File: config.mk
export PLATFORM = sky130hd
export DESIGN_NAME = uart_ier_regs
export DESIGN_NICKNAME = d
export VERILOG_FILES = /design/src/verilog/uart_ier_pkg.sv /design/src/verilog/rate_if.sv /design/src/verilog/rate_generator.sv /design/src/verilog/uart_ier_regs.sv
export SDC_FILE = /design/constraint.sdc
export NUM_CORES = 1
export LEC_CHECK = 0
export BUFFER_PORTS_ARGS = -buffer_cell sky130_fd_sc_hd__buf_2
export CAP_MARGIN = 25
export CELL_PAD_IN_SITES_DETAIL_PLACEMENT = 0
export CELL_PAD_IN_SITES_GLOBAL_PLACEMENT = 1
export CORE_AREA = 3 3 122 124
export CTS_CLUSTER_SIZE = 12
export DETAILED_ROUTE_END_ITERATION = 8
export DIE_AREA = 0 0 125 127
export GPL_ROUTABILITY_DRIVEN = 1
export HOLD_SLACK_MARGIN = 0.15
export PLACE_DENSITY_LB_ADDON = 0.25
export SYNTH_ARGS = -nofsm -noshare
export SYNTH_HDL_FRONTEND = slang
export SYNTH_SLANG_ARGS = --single-unit
File: constraint.sdc
create_clock -name ref_clk_i -period 2.6 [get_ports ref_clk_i]
set_input_delay 0.52 -clock ref_clk_i [delete_from_list [all_inputs] [get_ports ref_clk_i]]
set_output_delay 0.52 -clock ref_clk_i [all_outputs]
set_load 0.01 [all_outputs]
File: src/verilog/uart_ier_pkg.sv
/*
 * Constants for the interrupt-enable and enhanced register block of one UART channel.
 * Assumes a 3-bit register address and an 8-bit data bus from the host.
 */
package uart_ier_pkg;
	// =====================================================================
	// Register addresses.
	localparam logic [2:0] ADDR_DATA       = 3'h0;
	localparam logic [2:0] ADDR_IER        = 3'h1;
	localparam logic [2:0] ADDR_ISR_FCR    = 3'h2;
	localparam logic [2:0] ADDR_LCR        = 3'h3;
	localparam logic [2:0] ADDR_MCR        = 3'h4;
	localparam logic [2:0] ADDR_LSR        = 3'h5;
	localparam logic [2:0] ADDR_MSR        = 3'h6;
	localparam logic [2:0] ADDR_SPR        = 3'h7;
	localparam logic [2:0] ADDR_EFR        = 3'h2;
	localparam logic [2:0] ADDR_RESUME1    = 3'h4;
	localparam logic [2:0] ADDR_RESUME2    = 3'h5;
	localparam logic [2:0] ADDR_PAUSE1     = 3'h6;
	localparam logic [2:0] ADDR_PAUSE2     = 3'h7;
	// =====================================================================
	// Field positions and key values.
	localparam logic [7:0] LCR_ENH_KEY     = 8'hbf;
	localparam int         LCR_DIV_BIT     = 7;
	localparam int         EFR_ENH_BIT     = 4;
	localparam int         FCR_EN_BIT      = 0;
	localparam logic [7:0] IER_LOW_MASK    = 8'h0f;
	localparam logic [7:0] MCR_LOW_MASK    = 8'h1f;
	localparam logic [7:0] ZERO8           = 8'h00;
	localparam logic [15:0] DIV_RESET      = 16'h0001;
	// =====================================================================
	// Interrupt identification codes for status bits 5..0.
	localparam logic [5:0] ID_NONE         = 6'h01;
	localparam logic [5:0] ID_LINE         = 6'h06;
	localparam logic [5:0] ID_RXRDY        = 6'h04;
	localparam logic [5:0] ID_TXRDY        = 6'h02;
	localparam logic [5:0] ID_MODEM        = 6'h00;
	localparam logic [4:0] TRIG_1          = 5'h01;
	localparam logic [4:0] TRIG_4          = 5'h04;
	localparam logic [4:0] TRIG_8          = 5'h08;
	localparam logic [4:0] TRIG_14         = 5'h0e;
endpackage

File: src/verilog/rate_if.sv
/*
 * Interface carrying divisor and tick between the channel and its rate counter.
 * Assumes one clock domain.
 */
`timescale 1ns/100ps
interface rate_if;
	logic [15:0] divisor;
	logic        tick;
	modport ctrl (output divisor, input tick);
	modport gen  (input divisor, output tick);
endinterface

File: src/verilog/rate_generator.sv
/*
 * Sixteen-bit rate counter producing a one-cycle tick every divisor cycles.
 * Assumes a synchronous active-high reset and divisor zero treated as one.
 */
`timescale 1ns/100ps
module rate_generator (
	input  wire logic ref_clk_i,
	input  wire logic rst_i,
	rate_if.gen       rate
);
	logic [15:0] count_r;

	// =====================================================================
	// Counter reloads from the divisor and pulses the tick on expiry.
	always_ff @(posedge ref_clk_i) begin
		if (rst_i) begin
			count_r   <= 16'h0000;
			rate.tick <= 1'b0;
		end else if (count_r <= 16'h0001) begin
			count_r   <= rate.divisor;
			rate.tick <= 1'b1;
		end else begin
			count_r   <= count_r - 16'h0001;
			rate.tick <= 1'b0;
		end
	end
endmodule

File: src/verilog/uart_ier_regs.sv
/*
 * Interrupt enable, status and enhanced registers of one UART channel.
 * Assumes the host bus is synchronous to ref_clk_i and that FIFO state comes
 * from the neighbouring transmitter and receiver logic.
 */
`timescale 1ns/100ps
// Behaviour
// - Upper enable bits gated by enhanced bit 4.
// - Flow characters mapped only when line control 0xBF.
// - Sixteen-bit counter from divisor bytes sets rate.
// - Divisor bytes visible only when line control bit 7.
// - Receive interrupt at trigger, drops below it.
// - Status shows trigger, clears with interrupt.
// - Data ready set on push, cleared when empty.
// - Overrun sets line status bit 1.
// - Bits 2-4 report head character errors.
// - Bit 5 transmit empty; bit 6 both empty.
// - Bit 7 when any FIFO character errored.
// - Enable 0 gates receive data interrupt.
// - Enable 1 gates transmit empty interrupt.
// - Enable 2 gates line status interrupt.
// - Overrun interrupts immediately on reception.
// - Other errors interrupt when character read.
// - Enable 3 gates modem status interrupt.
// - Sleep enable honoured only with enhanced bit.
// - Status reports enabled sources, masks others.
// - Status bit 0 high when nothing pending.
// - FIFOs run only while control bit 0 set.
module uart_ier_regs (
	input  wire logic       ref_clk_i,
	input  wire logic       rst_i,
	input  wire logic [2:0] addr_i,
	input  wire logic [7:0] wdata_i,
	input  wire logic       wr_i,
	input  wire logic       rd_i,
	output logic      [7:0] rdata_o,
	input  wire logic [4:0] rx_level_i,
	input  wire logic       rx_push_i,
	input  wire logic [7:0] rx_head_data_i,
	input  wire logic       rx_head_parity_i,
	input  wire logic       rx_head_framing_i,
	input  wire logic       rx_head_break_i,
	input  wire logic       rx_any_error_i,
	input  wire logic       rx_overrun_i,
	input  wire logic       tx_fifo_empty_i,
	input  wire logic       tx_shift_empty_i,
	input  wire logic [3:0] modem_delta_i,
	input  wire logic [3:0] modem_state_i,
	output logic            rx_pop_o,
	output logic            tx_push_o,
	output logic      [7:0] tx_data_o,
	output logic            rx_fifo_reset_o,
	output logic            tx_fifo_reset_o,
	output logic            fifo_enable_o,
	output logic            sleep_enable_o,
	output logic            baud_tick_o,
	output logic      [7:0] flow_ctrl_o,
	output logic            irq_o
);
	logic [7:0] interrupt_enable_r;
	logic [7:0] enhanced_feature_ctrl_r;
	logic [7:0] flow_resume_char_1_r;
	logic [7:0] flow_resume_char_2_r;
	logic [7:0] flow_pause_char_1_r;
	logic [7:0] flow_pause_char_2_r;
	logic [7:0] fifo_control_r;
	logic [7:0] line_control_r;
	logic [7:0] modem_control_r;
	logic [7:0] scratch_r;
	logic [7:0] divisor_low_r;
	logic [7:0] divisor_high_byte_r;
	logic       overrun_r;
	logic       line_irq_r;
	logic       tx_irq_r;
	logic       modem_irq_r;
	logic       rx_ready_r;
	logic       tx_empty_d_r;
	logic       enh_map;
	logic       div_map;
	logic       enh_on;
	logic [4:0] trigger;
	logic       rx_trig;
	logic       rx_src;
	logic [5:0] int_id;
	logic       pending;
	logic [7:0] line_status;
	logic       head_err;
	logic       rd_line;
	logic       rd_isr;
	logic       wr_thr;
	logic       rd_rhr;
	logic       rd_msr;
	rate_if     rate ();

	// Decodes a host access to one address in the plain register map.
	function automatic logic hit(input logic [2:0] a, input logic [2:0] want,
	                             input logic strobe, input logic blocked);
		hit = strobe && (a == want) && !blocked;
	endfunction

	// =====================================================================
	// Access decode.
	// Enhanced map and divisor map overlay the plain registers.
	assign enh_map = (line_control_r == uart_ier_pkg::LCR_ENH_KEY);
	assign div_map = line_control_r[uart_ier_pkg::LCR_DIV_BIT] && !enh_map;
	assign enh_on  = enhanced_feature_ctrl_r[uart_ier_pkg::EFR_ENH_BIT];
	assign rd_line = hit(addr_i, uart_ier_pkg::ADDR_LSR, rd_i, enh_map);
	assign rd_isr  = hit(addr_i, uart_ier_pkg::ADDR_ISR_FCR, rd_i,
	                     enh_map || line_control_r[uart_ier_pkg::LCR_DIV_BIT]);
	assign wr_thr  = hit(addr_i, uart_ier_pkg::ADDR_DATA, wr_i,
	                     line_control_r[uart_ier_pkg::LCR_DIV_BIT]);
	assign rd_rhr  = hit(addr_i, uart_ier_pkg::ADDR_DATA, rd_i,
	                     line_control_r[uart_ier_pkg::LCR_DIV_BIT]);
	assign rd_msr  = hit(addr_i, uart_ier_pkg::ADDR_MSR, rd_i, enh_map);
	assign rx_pop_o  = rd_rhr;
	assign tx_push_o = wr_thr;

	// =====================================================================
	// Enhanced registers, reachable only under the key value.
	always_ff @(posedge ref_clk_i) begin
		if (rst_i) begin
			enhanced_feature_ctrl_r <= uart_ier_pkg::ZERO8;
			flow_resume_char_1_r    <= uart_ier_pkg::ZERO8;
			flow_resume_char_2_r    <= uart_ier_pkg::ZERO8;
			flow_pause_char_1_r     <= uart_ier_pkg::ZERO8;
			flow_pause_char_2_r     <= uart_ier_pkg::ZERO8;
		end else if (wr_i && enh_map) begin
			case (addr_i)
				uart_ier_pkg::ADDR_EFR:     enhanced_feature_ctrl_r <= wdata_i;
				uart_ier_pkg::ADDR_RESUME1: flow_resume_char_1_r    <= wdata_i;
				uart_ier_pkg::ADDR_RESUME2: flow_resume_char_2_r    <= wdata_i;
				uart_ier_pkg::ADDR_PAUSE1:  flow_pause_char_1_r     <= wdata_i;
				uart_ier_pkg::ADDR_PAUSE2:  flow_pause_char_2_r     <= wdata_i;
				default: ;
			endcase
		end
	end

	// =====================================================================
	// Line control is writable in every map so the key can be left again.
	always_ff @(posedge ref_clk_i) begin
		if (rst_i) begin
			line_control_r <= uart_ier_pkg::ZERO8;
		end else if (wr_i && addr_i == uart_ier_pkg::ADDR_LCR) begin
			line_control_r <= wdata_i;
		end
	end

	// =====================================================================
	// Plain registers; upper enable and modem bits need the enhanced bit.
	always_ff @(posedge ref_clk_i) begin
		if (rst_i) begin
			interrupt_enable_r <= uart_ier_pkg::ZERO8;
			modem_control_r    <= uart_ier_pkg::ZERO8;
			scratch_r          <= uart_ier_pkg::ZERO8;
		end else if (wr_i && !enh_map && !div_map) begin
			if (addr_i == uart_ier_pkg::ADDR_IER) begin
				interrupt_enable_r <= enh_on ? wdata_i :
				                      ((interrupt_enable_r & ~uart_ier_pkg::IER_LOW_MASK)
				                      | (wdata_i & uart_ier_pkg::IER_LOW_MASK));
			end
			if (addr_i == uart_ier_pkg::ADDR_MCR) begin
				modem_control_r <= enh_on ? wdata_i :
				                   ((modem_control_r & ~uart_ier_pkg::MCR_LOW_MASK)
				                   | (wdata_i & uart_ier_pkg::MCR_LOW_MASK));
			end
			if (addr_i == uart_ier_pkg::ADDR_SPR) begin
				scratch_r <= wdata_i;
			end
		end
	end

	// =====================================================================
	// FIFO control; other bits take effect only with the enable bit set.
	always_ff @(posedge ref_clk_i) begin
		if (rst_i) begin
			fifo_control_r  <= uart_ier_pkg::ZERO8;
			rx_fifo_reset_o <= 1'b0;
			tx_fifo_reset_o <= 1'b0;
		end else if (wr_i && addr_i == uart_ier_pkg::ADDR_ISR_FCR && !enh_map
		             && !line_control_r[uart_ier_pkg::LCR_DIV_BIT]) begin
			if (wdata_i[uart_ier_pkg::FCR_EN_BIT]) begin
				fifo_control_r  <= {wdata_i[7:6], enh_on ? wdata_i[5:4] : 2'b00,
				                    wdata_i[3], 2'b00, 1'b1};
				rx_fifo_reset_o <= wdata_i[1];
				tx_fifo_reset_o <= wdata_i[2];
			end else begin
				fifo_control_r  <= uart_ier_pkg::ZERO8;
				rx_fifo_reset_o <= 1'b0;
				tx_fifo_reset_o <= 1'b0;
			end
		end else begin
			rx_fifo_reset_o <= 1'b0;
			tx_fifo_reset_o <= 1'b0;
		end
	end

	// =====================================================================
	// Divisor bytes, reachable only with the divisor bit set.
	always_ff @(posedge ref_clk_i) begin
		if (rst_i) begin
			divisor_low_r       <= uart_ier_pkg::DIV_RESET[7:0];
			divisor_high_byte_r <= uart_ier_pkg::DIV_RESET[15:8];
		end else if (wr_i && div_map) begin
			if (addr_i == uart_ier_pkg::ADDR_DATA) begin
				divisor_low_r <= wdata_i;
			end
			if (addr_i == uart_ier_pkg::ADDR_IER) begin
				divisor_high_byte_r <= wdata_i;
			end
		end
	end

	// Rate counter fed from both divisor bytes.
	assign rate.divisor = {divisor_high_byte_r, divisor_low_r};
	assign baud_tick_o  = rate.tick;
	rate_generator u_rate (
		.ref_clk_i (ref_clk_i),
		.rst_i     (rst_i),
		.rate      (rate.gen)
	);

	// =====================================================================
	// Receive trigger level and data-ready source.
	always_comb begin
		case (fifo_control_r[7:6])
			2'b00:   trigger = uart_ier_pkg::TRIG_1;
			2'b01:   trigger = uart_ier_pkg::TRIG_4;
			2'b10:   trigger = uart_ier_pkg::TRIG_8;
			2'b11:   trigger = uart_ier_pkg::TRIG_14;
			default: trigger = uart_ier_pkg::TRIG_1;
		endcase
	end
	assign fifo_enable_o = fifo_control_r[uart_ier_pkg::FCR_EN_BIT];
	assign rx_trig = fifo_enable_o ? (rx_level_i >= trigger)
	                               : (rx_level_i != 5'h00);
	assign rx_src  = rx_trig && interrupt_enable_r[0];

	// Data ready sets on a push and holds until the FIFO is empty.
	always_ff @(posedge ref_clk_i) begin
		if (rst_i) begin
			rx_ready_r <= 1'b0;
		end else if (rx_push_i) begin
			rx_ready_r <= 1'b1;
		end else if (rx_level_i == 5'h00) begin
			rx_ready_r <= 1'b0;
		end
	end

	// =====================================================================
	// Overrun flag; set wins over the clear by a line status read.
	always_ff @(posedge ref_clk_i) begin
		if (rst_i) begin
			overrun_r <= 1'b0;
		end else if (rx_overrun_i) begin
			overrun_r <= 1'b1;
		end else if (rd_line) begin
			overrun_r <= 1'b0;
		end
	end

	// Head errors count only once the character stands at the read position.
	assign head_err    = rx_head_parity_i || rx_head_framing_i || rx_head_break_i;
	assign line_status = {rx_any_error_i,
	                      tx_fifo_empty_i && tx_shift_empty_i,
	                      tx_fifo_empty_i,
	                      rx_head_break_i, rx_head_framing_i, rx_head_parity_i,
	                      overrun_r, rx_ready_r};

	// =====================================================================
	// Line status interrupt: overrun at once, other errors when the errored head character is read.
	always_ff @(posedge ref_clk_i) begin
		if (rst_i) begin
			line_irq_r <= 1'b0;
		end else if (rx_overrun_i) begin
			line_irq_r <= 1'b1;
		end else if (rd_rhr && head_err) begin
			line_irq_r <= 1'b1;
		end else if (rd_line) begin
			line_irq_r <= 1'b0;
		end
	end

	// =====================================================================
	// Transmit ready interrupt on each transition to empty.
	always_ff @(posedge ref_clk_i) begin
		if (rst_i) begin
			tx_empty_d_r <= 1'b1;
			tx_irq_r     <= 1'b0;
		end else begin
			tx_empty_d_r <= tx_fifo_empty_i;
			if (tx_fifo_empty_i && !tx_empty_d_r) begin
				tx_irq_r <= 1'b1;
			end else if (wr_thr || rd_isr) begin
				tx_irq_r <= 1'b0;
			end
		end
	end

	// Modem interrupt on any delta, cleared by reading modem status.
	always_ff @(posedge ref_clk_i) begin
		if (rst_i) begin
			modem_irq_r <= 1'b0;
		end else if (modem_delta_i != 4'h0) begin
			modem_irq_r <= 1'b1;
		end else if (rd_msr) begin
			modem_irq_r <= 1'b0;
		end
	end

	// =====================================================================
	// Priority encoding of enabled sources only.
	always_comb begin
		if (line_irq_r && interrupt_enable_r[2]) begin
			int_id = uart_ier_pkg::ID_LINE;
		end else if (rx_src) begin
			int_id = uart_ier_pkg::ID_RXRDY;
		end else if (tx_irq_r && interrupt_enable_r[1]) begin
			int_id = uart_ier_pkg::ID_TXRDY;
		end else if (modem_irq_r && interrupt_enable_r[3]) begin
			int_id = uart_ier_pkg::ID_MODEM;
		end else begin
			int_id = uart_ier_pkg::ID_NONE;
		end
	end
	assign pending = !int_id[0];
	assign irq_o   = pending;

	// Sleep honoured only with the enhanced bit.
	assign sleep_enable_o = interrupt_enable_r[4] && enh_on;
	assign flow_ctrl_o    = enhanced_feature_ctrl_r;
	assign tx_data_o      = wdata_i;

	// =====================================================================
	// Read data mux, registered.
	always_ff @(posedge ref_clk_i) begin
		if (rst_i) begin
			rdata_o <= uart_ier_pkg::ZERO8;
		end else if (rd_i) begin
			if (enh_map) begin
				case (addr_i)
					uart_ier_pkg::ADDR_EFR:     rdata_o <= enhanced_feature_ctrl_r;
					uart_ier_pkg::ADDR_RESUME1: rdata_o <= flow_resume_char_1_r;
					uart_ier_pkg::ADDR_RESUME2: rdata_o <= flow_resume_char_2_r;
					uart_ier_pkg::ADDR_PAUSE1:  rdata_o <= flow_pause_char_1_r;
					uart_ier_pkg::ADDR_PAUSE2:  rdata_o <= flow_pause_char_2_r;
					uart_ier_pkg::ADDR_LCR:     rdata_o <= line_control_r;
					default:                    rdata_o <= uart_ier_pkg::ZERO8;
				endcase
			end else begin
				case (addr_i)
					uart_ier_pkg::ADDR_DATA:
						rdata_o <= div_map ? divisor_low_r : rx_head_data_i;
					uart_ier_pkg::ADDR_IER:
						rdata_o <= div_map ? divisor_high_byte_r : interrupt_enable_r;
					uart_ier_pkg::ADDR_ISR_FCR:
						rdata_o <= {fifo_enable_o, fifo_enable_o, int_id};
					uart_ier_pkg::ADDR_LCR: rdata_o <= line_control_r;
					uart_ier_pkg::ADDR_MCR: rdata_o <= modem_control_r;
					uart_ier_pkg::ADDR_LSR: rdata_o <= line_status;
					uart_ier_pkg::ADDR_MSR: rdata_o <= {modem_state_i, modem_delta_i};
					uart_ier_pkg::ADDR_SPR: rdata_o <= scratch_r;
					default:                rdata_o <= uart_ier_pkg::ZERO8;
				endcase
			end
		end
	end
endmodule
==> summary.txt <==
Timing
  • Slew Limit Fails: 0
  • Clock skew: 0.00854 ns
  • Tmin final: 2.50 ns
  • Hold Violations, Final: 0
  • Slew HR: 0.525
  • Fin Setup TNS: 0 ns
  • Final worst slack: 0.103 ns
  • F_max: 401 MHz
  • Slew @ Worst Pin: 0.713 ns
  • Worst hold slack: 0.303 ns
  • Period utilization: 0.960
  • RSZ-0062 raised after global routing: no
  • Final setup violation count: 0

Critical path
  • CP Launch Type: flip-flop
  • Worst-path fanout max: 3
  • Worst Setup End Kind: primary output
  • WS Path Type: reg -> out
  • CP arrival: 1.98 ns
  • Req. time, crit path: 2.08 ns

Finish
  • Max FFs per register: 16
  • Multi-input combinational cell area: 0.00331 mm²
  • Antenna diodes: 0
  • Area delta synth->final: 18.1%
  • Largest register by flop count: u_rate.count_r
  • Commonest non-fill, non-tap cell in the layout: dfxtp_1
  • Non-filler cells, final: 948
  • Number of fill cells: 1308
  • Nets: 805
  • Commonest non-fill, non-tap cells in the layout: dfxtp_1 (122), nor2_1 (121), mux2i_1 (91)
  • Layout cell share with drive strength beyond 1: 0.224
  • Register area: 0.00248 mm²

Clock tree
  • Clock sinks: 124
  • CTS Root Cell: clkbuf_16
  • CTS Buf Count: 17
  • CTS clk-pin slew, worst paths: 0.06 ns
  • CTS H-tree lvls: 4
  • Worst-Skew Late Latency: 0.42 ns
  • Clk buf depth: 2
  • CTS Hold Buffers Added: 0
  • CTS tree: yes

Route
  • ANT nets after route: 0
  • Vias/cell: 5.84
  • DR vias: 5540
  • Final WL: 20.0 mm
  • Remaining DRCs: 0
  • Pre-antenna DRT Iters: 7
  • 1st-iter DRT viols: 438
  • WL/cell: 21.1 µm

Logic synthesis
  • Seq/Total Area, Yosys: 0.400
  • Top area cells in the synthesized netlist: dfxtp_1 (40%), mux2i_1 (15%), nor2_1 (7.4%), nand2_1 (2.8%), a21oi_1 (2.4%)
  • Synth async-reset ratio: 0
  • Cell taking the most area after synthesis: dfxtp_1
  • Yosys top cell area share: 0.400
  • Synth Register Bits: 124
  • Avg Cell Area, Syn: 9.02 µm²
  • Syn_nets: 738
  • Post-Syn Instances: 688
  • Primary FF master, synth: dfxtp_1
  • Mapped Area: 0.00620 mm²
  • Post-synth cell types: 60
  • Yosys warnings: 0
  • Post-synth EDFFs: 0

Floorplanning
  • Die Span Y: 127 µm
  • DIE AREA: 0.0159 mm²
  • Chip Width: 125 µm
  • Core area: 0.0139 mm²
  • Rows: 43
  • Num ports: 76
  • Initial Utilization: 0.447

Pwr
  • Cell Pwr Density: 766 mW/mm²
  • VDD IR max: 0.000611 V
  • Leak: 3.26 nW

GRT
  • Vias in the first global route: 5225
  • Remaining Overflow, GRT: 0
  • First-pass GRT wire length: 30.4 mm
  • Largest net degree at the start of global routing: 61
  • GRT Total Usage: 0.249
  • Initial antenna violation count: 0

Placed design
  • I/O Buffers: 75
  • Dpl ws: 0.124 ns
  • Placed Cells: 913
  • Final HPWL DP: 14.1 mm
  • GPL Wtd Cong: 0.938

Flow run
  • Max Cap Viol: 0

Worst hold path
  • Worst Hold Class: in -> reg

Outcome
  • Outcome: complete, no violations
## layout make-up
type,instances,area share
clock inverters,7,0.0150
inverters,12,0.00632
clock buffers,25,0.0676
repair buffers,109,0.0898
well taps,180,0.0307
multi-input cells,491,0.452
flip-flops and latches,124,0.339
## worst max-delay path, cell delays in order, from the launching register on
cell      delay (ns)
dfxtp_2         0.34
buf_4           0.11
nand2_1         0.05
ha_1            0.29
a211oi_2        0.22
o211ai_1        0.10
o211ai_1        0.17
nand2_1         0.12
buf_2           0.16
## stage by stage
step | cell area [µm²] | utilization | power [mW]
6_report | 7330 | 0.528 | 5.62
5_1_grt | 7330 | 0.528 | 5.83
4_1_cts | 7290 | 0.525 | 5.64
3_5_place_dp | 6690 | 0.482 | 3.20
3_3_place_gp | 6690 | 0.482 | 3.17
2_1_floorplan | 6200 | - | 2.91
## cells in the mapped netlist, types with 8 or more instances
cell and number:
buf_4 13, mux2_2 11, buf_2 12, nand4_1 9, nand2_1 47, a211oi_1 15
nor2_1 122, clkbuf_8 8, clkbuf_1 27, nand3_1 20, a221oi_1 12, o21ai_0 20
mux2i_1 91, dfxtp_1 124, a21oi_1 30, nor3_1 11, inv_1 10
## logic make-up (layout without fill, tap and decap cells)
logic type / after synthesis / count (layout) / share of synthesized area
fa+ha+maj: 6 / 6 / 0.0121
buf+inv: 73 / 153 / 0.0688
compound gates: 120 / 120 / 0.132
flops: 124 / 124 / 0.400
mux: 106 / 106 / 0.181
simple gates: 249 / 249 / 0.191
xor+xnor: 10 / 10 / 0.0141
## where the power goes
group | switching [mW] | internal, mW | leakage, nW
Sequential | 0.130 | 2.04 | 1.01
Clock | 0.837 | 1.60 | 0.301
Combinational | 0.598 | 0.412 | 1.95
## worst paths after layout
check | startpoint | endpoint | slack, ns | cells after the start
worst max-delay path | fifo_control_r[6]$_SDFFE_PP0P_ | irq_o | 0.10 | 8
worst min-delay path | rx_push_i | rx_ready_r$_SDFFE_PP0P_ | 0.30 | 3
worst max register to register | line_control_r[7]$_SDFFE_PP0P_ | flow_pause_char_1_r[4]$_SDFFE_PP0P_ | 0.25 | 5
worst min register to register | rdata_o[4]$_SDFFE_PP0P_ | rdata_o[4]$_SDFFE_PP0P_ | 0.48 | 2
## layer usage
metal  global-route usage  wire length (µm)  vias up  part of all wire
met5                    0                 0        -                 0
met4                0.126               768        0             0.038
met3               0.0468              1150       49             0.057
met2                0.405              9390      207              0.47
met1                0.320              8720     2687              0.44
li1                     -                 -     2597                 -
## timing repair
item / CTS / global route
setup endpoints to repair: 1 / 1
setup buffers: 0 / 3
gates resized for setup: 2 / 3
pin swaps: 1 / 5
Power figures use the tool's default switching activity.
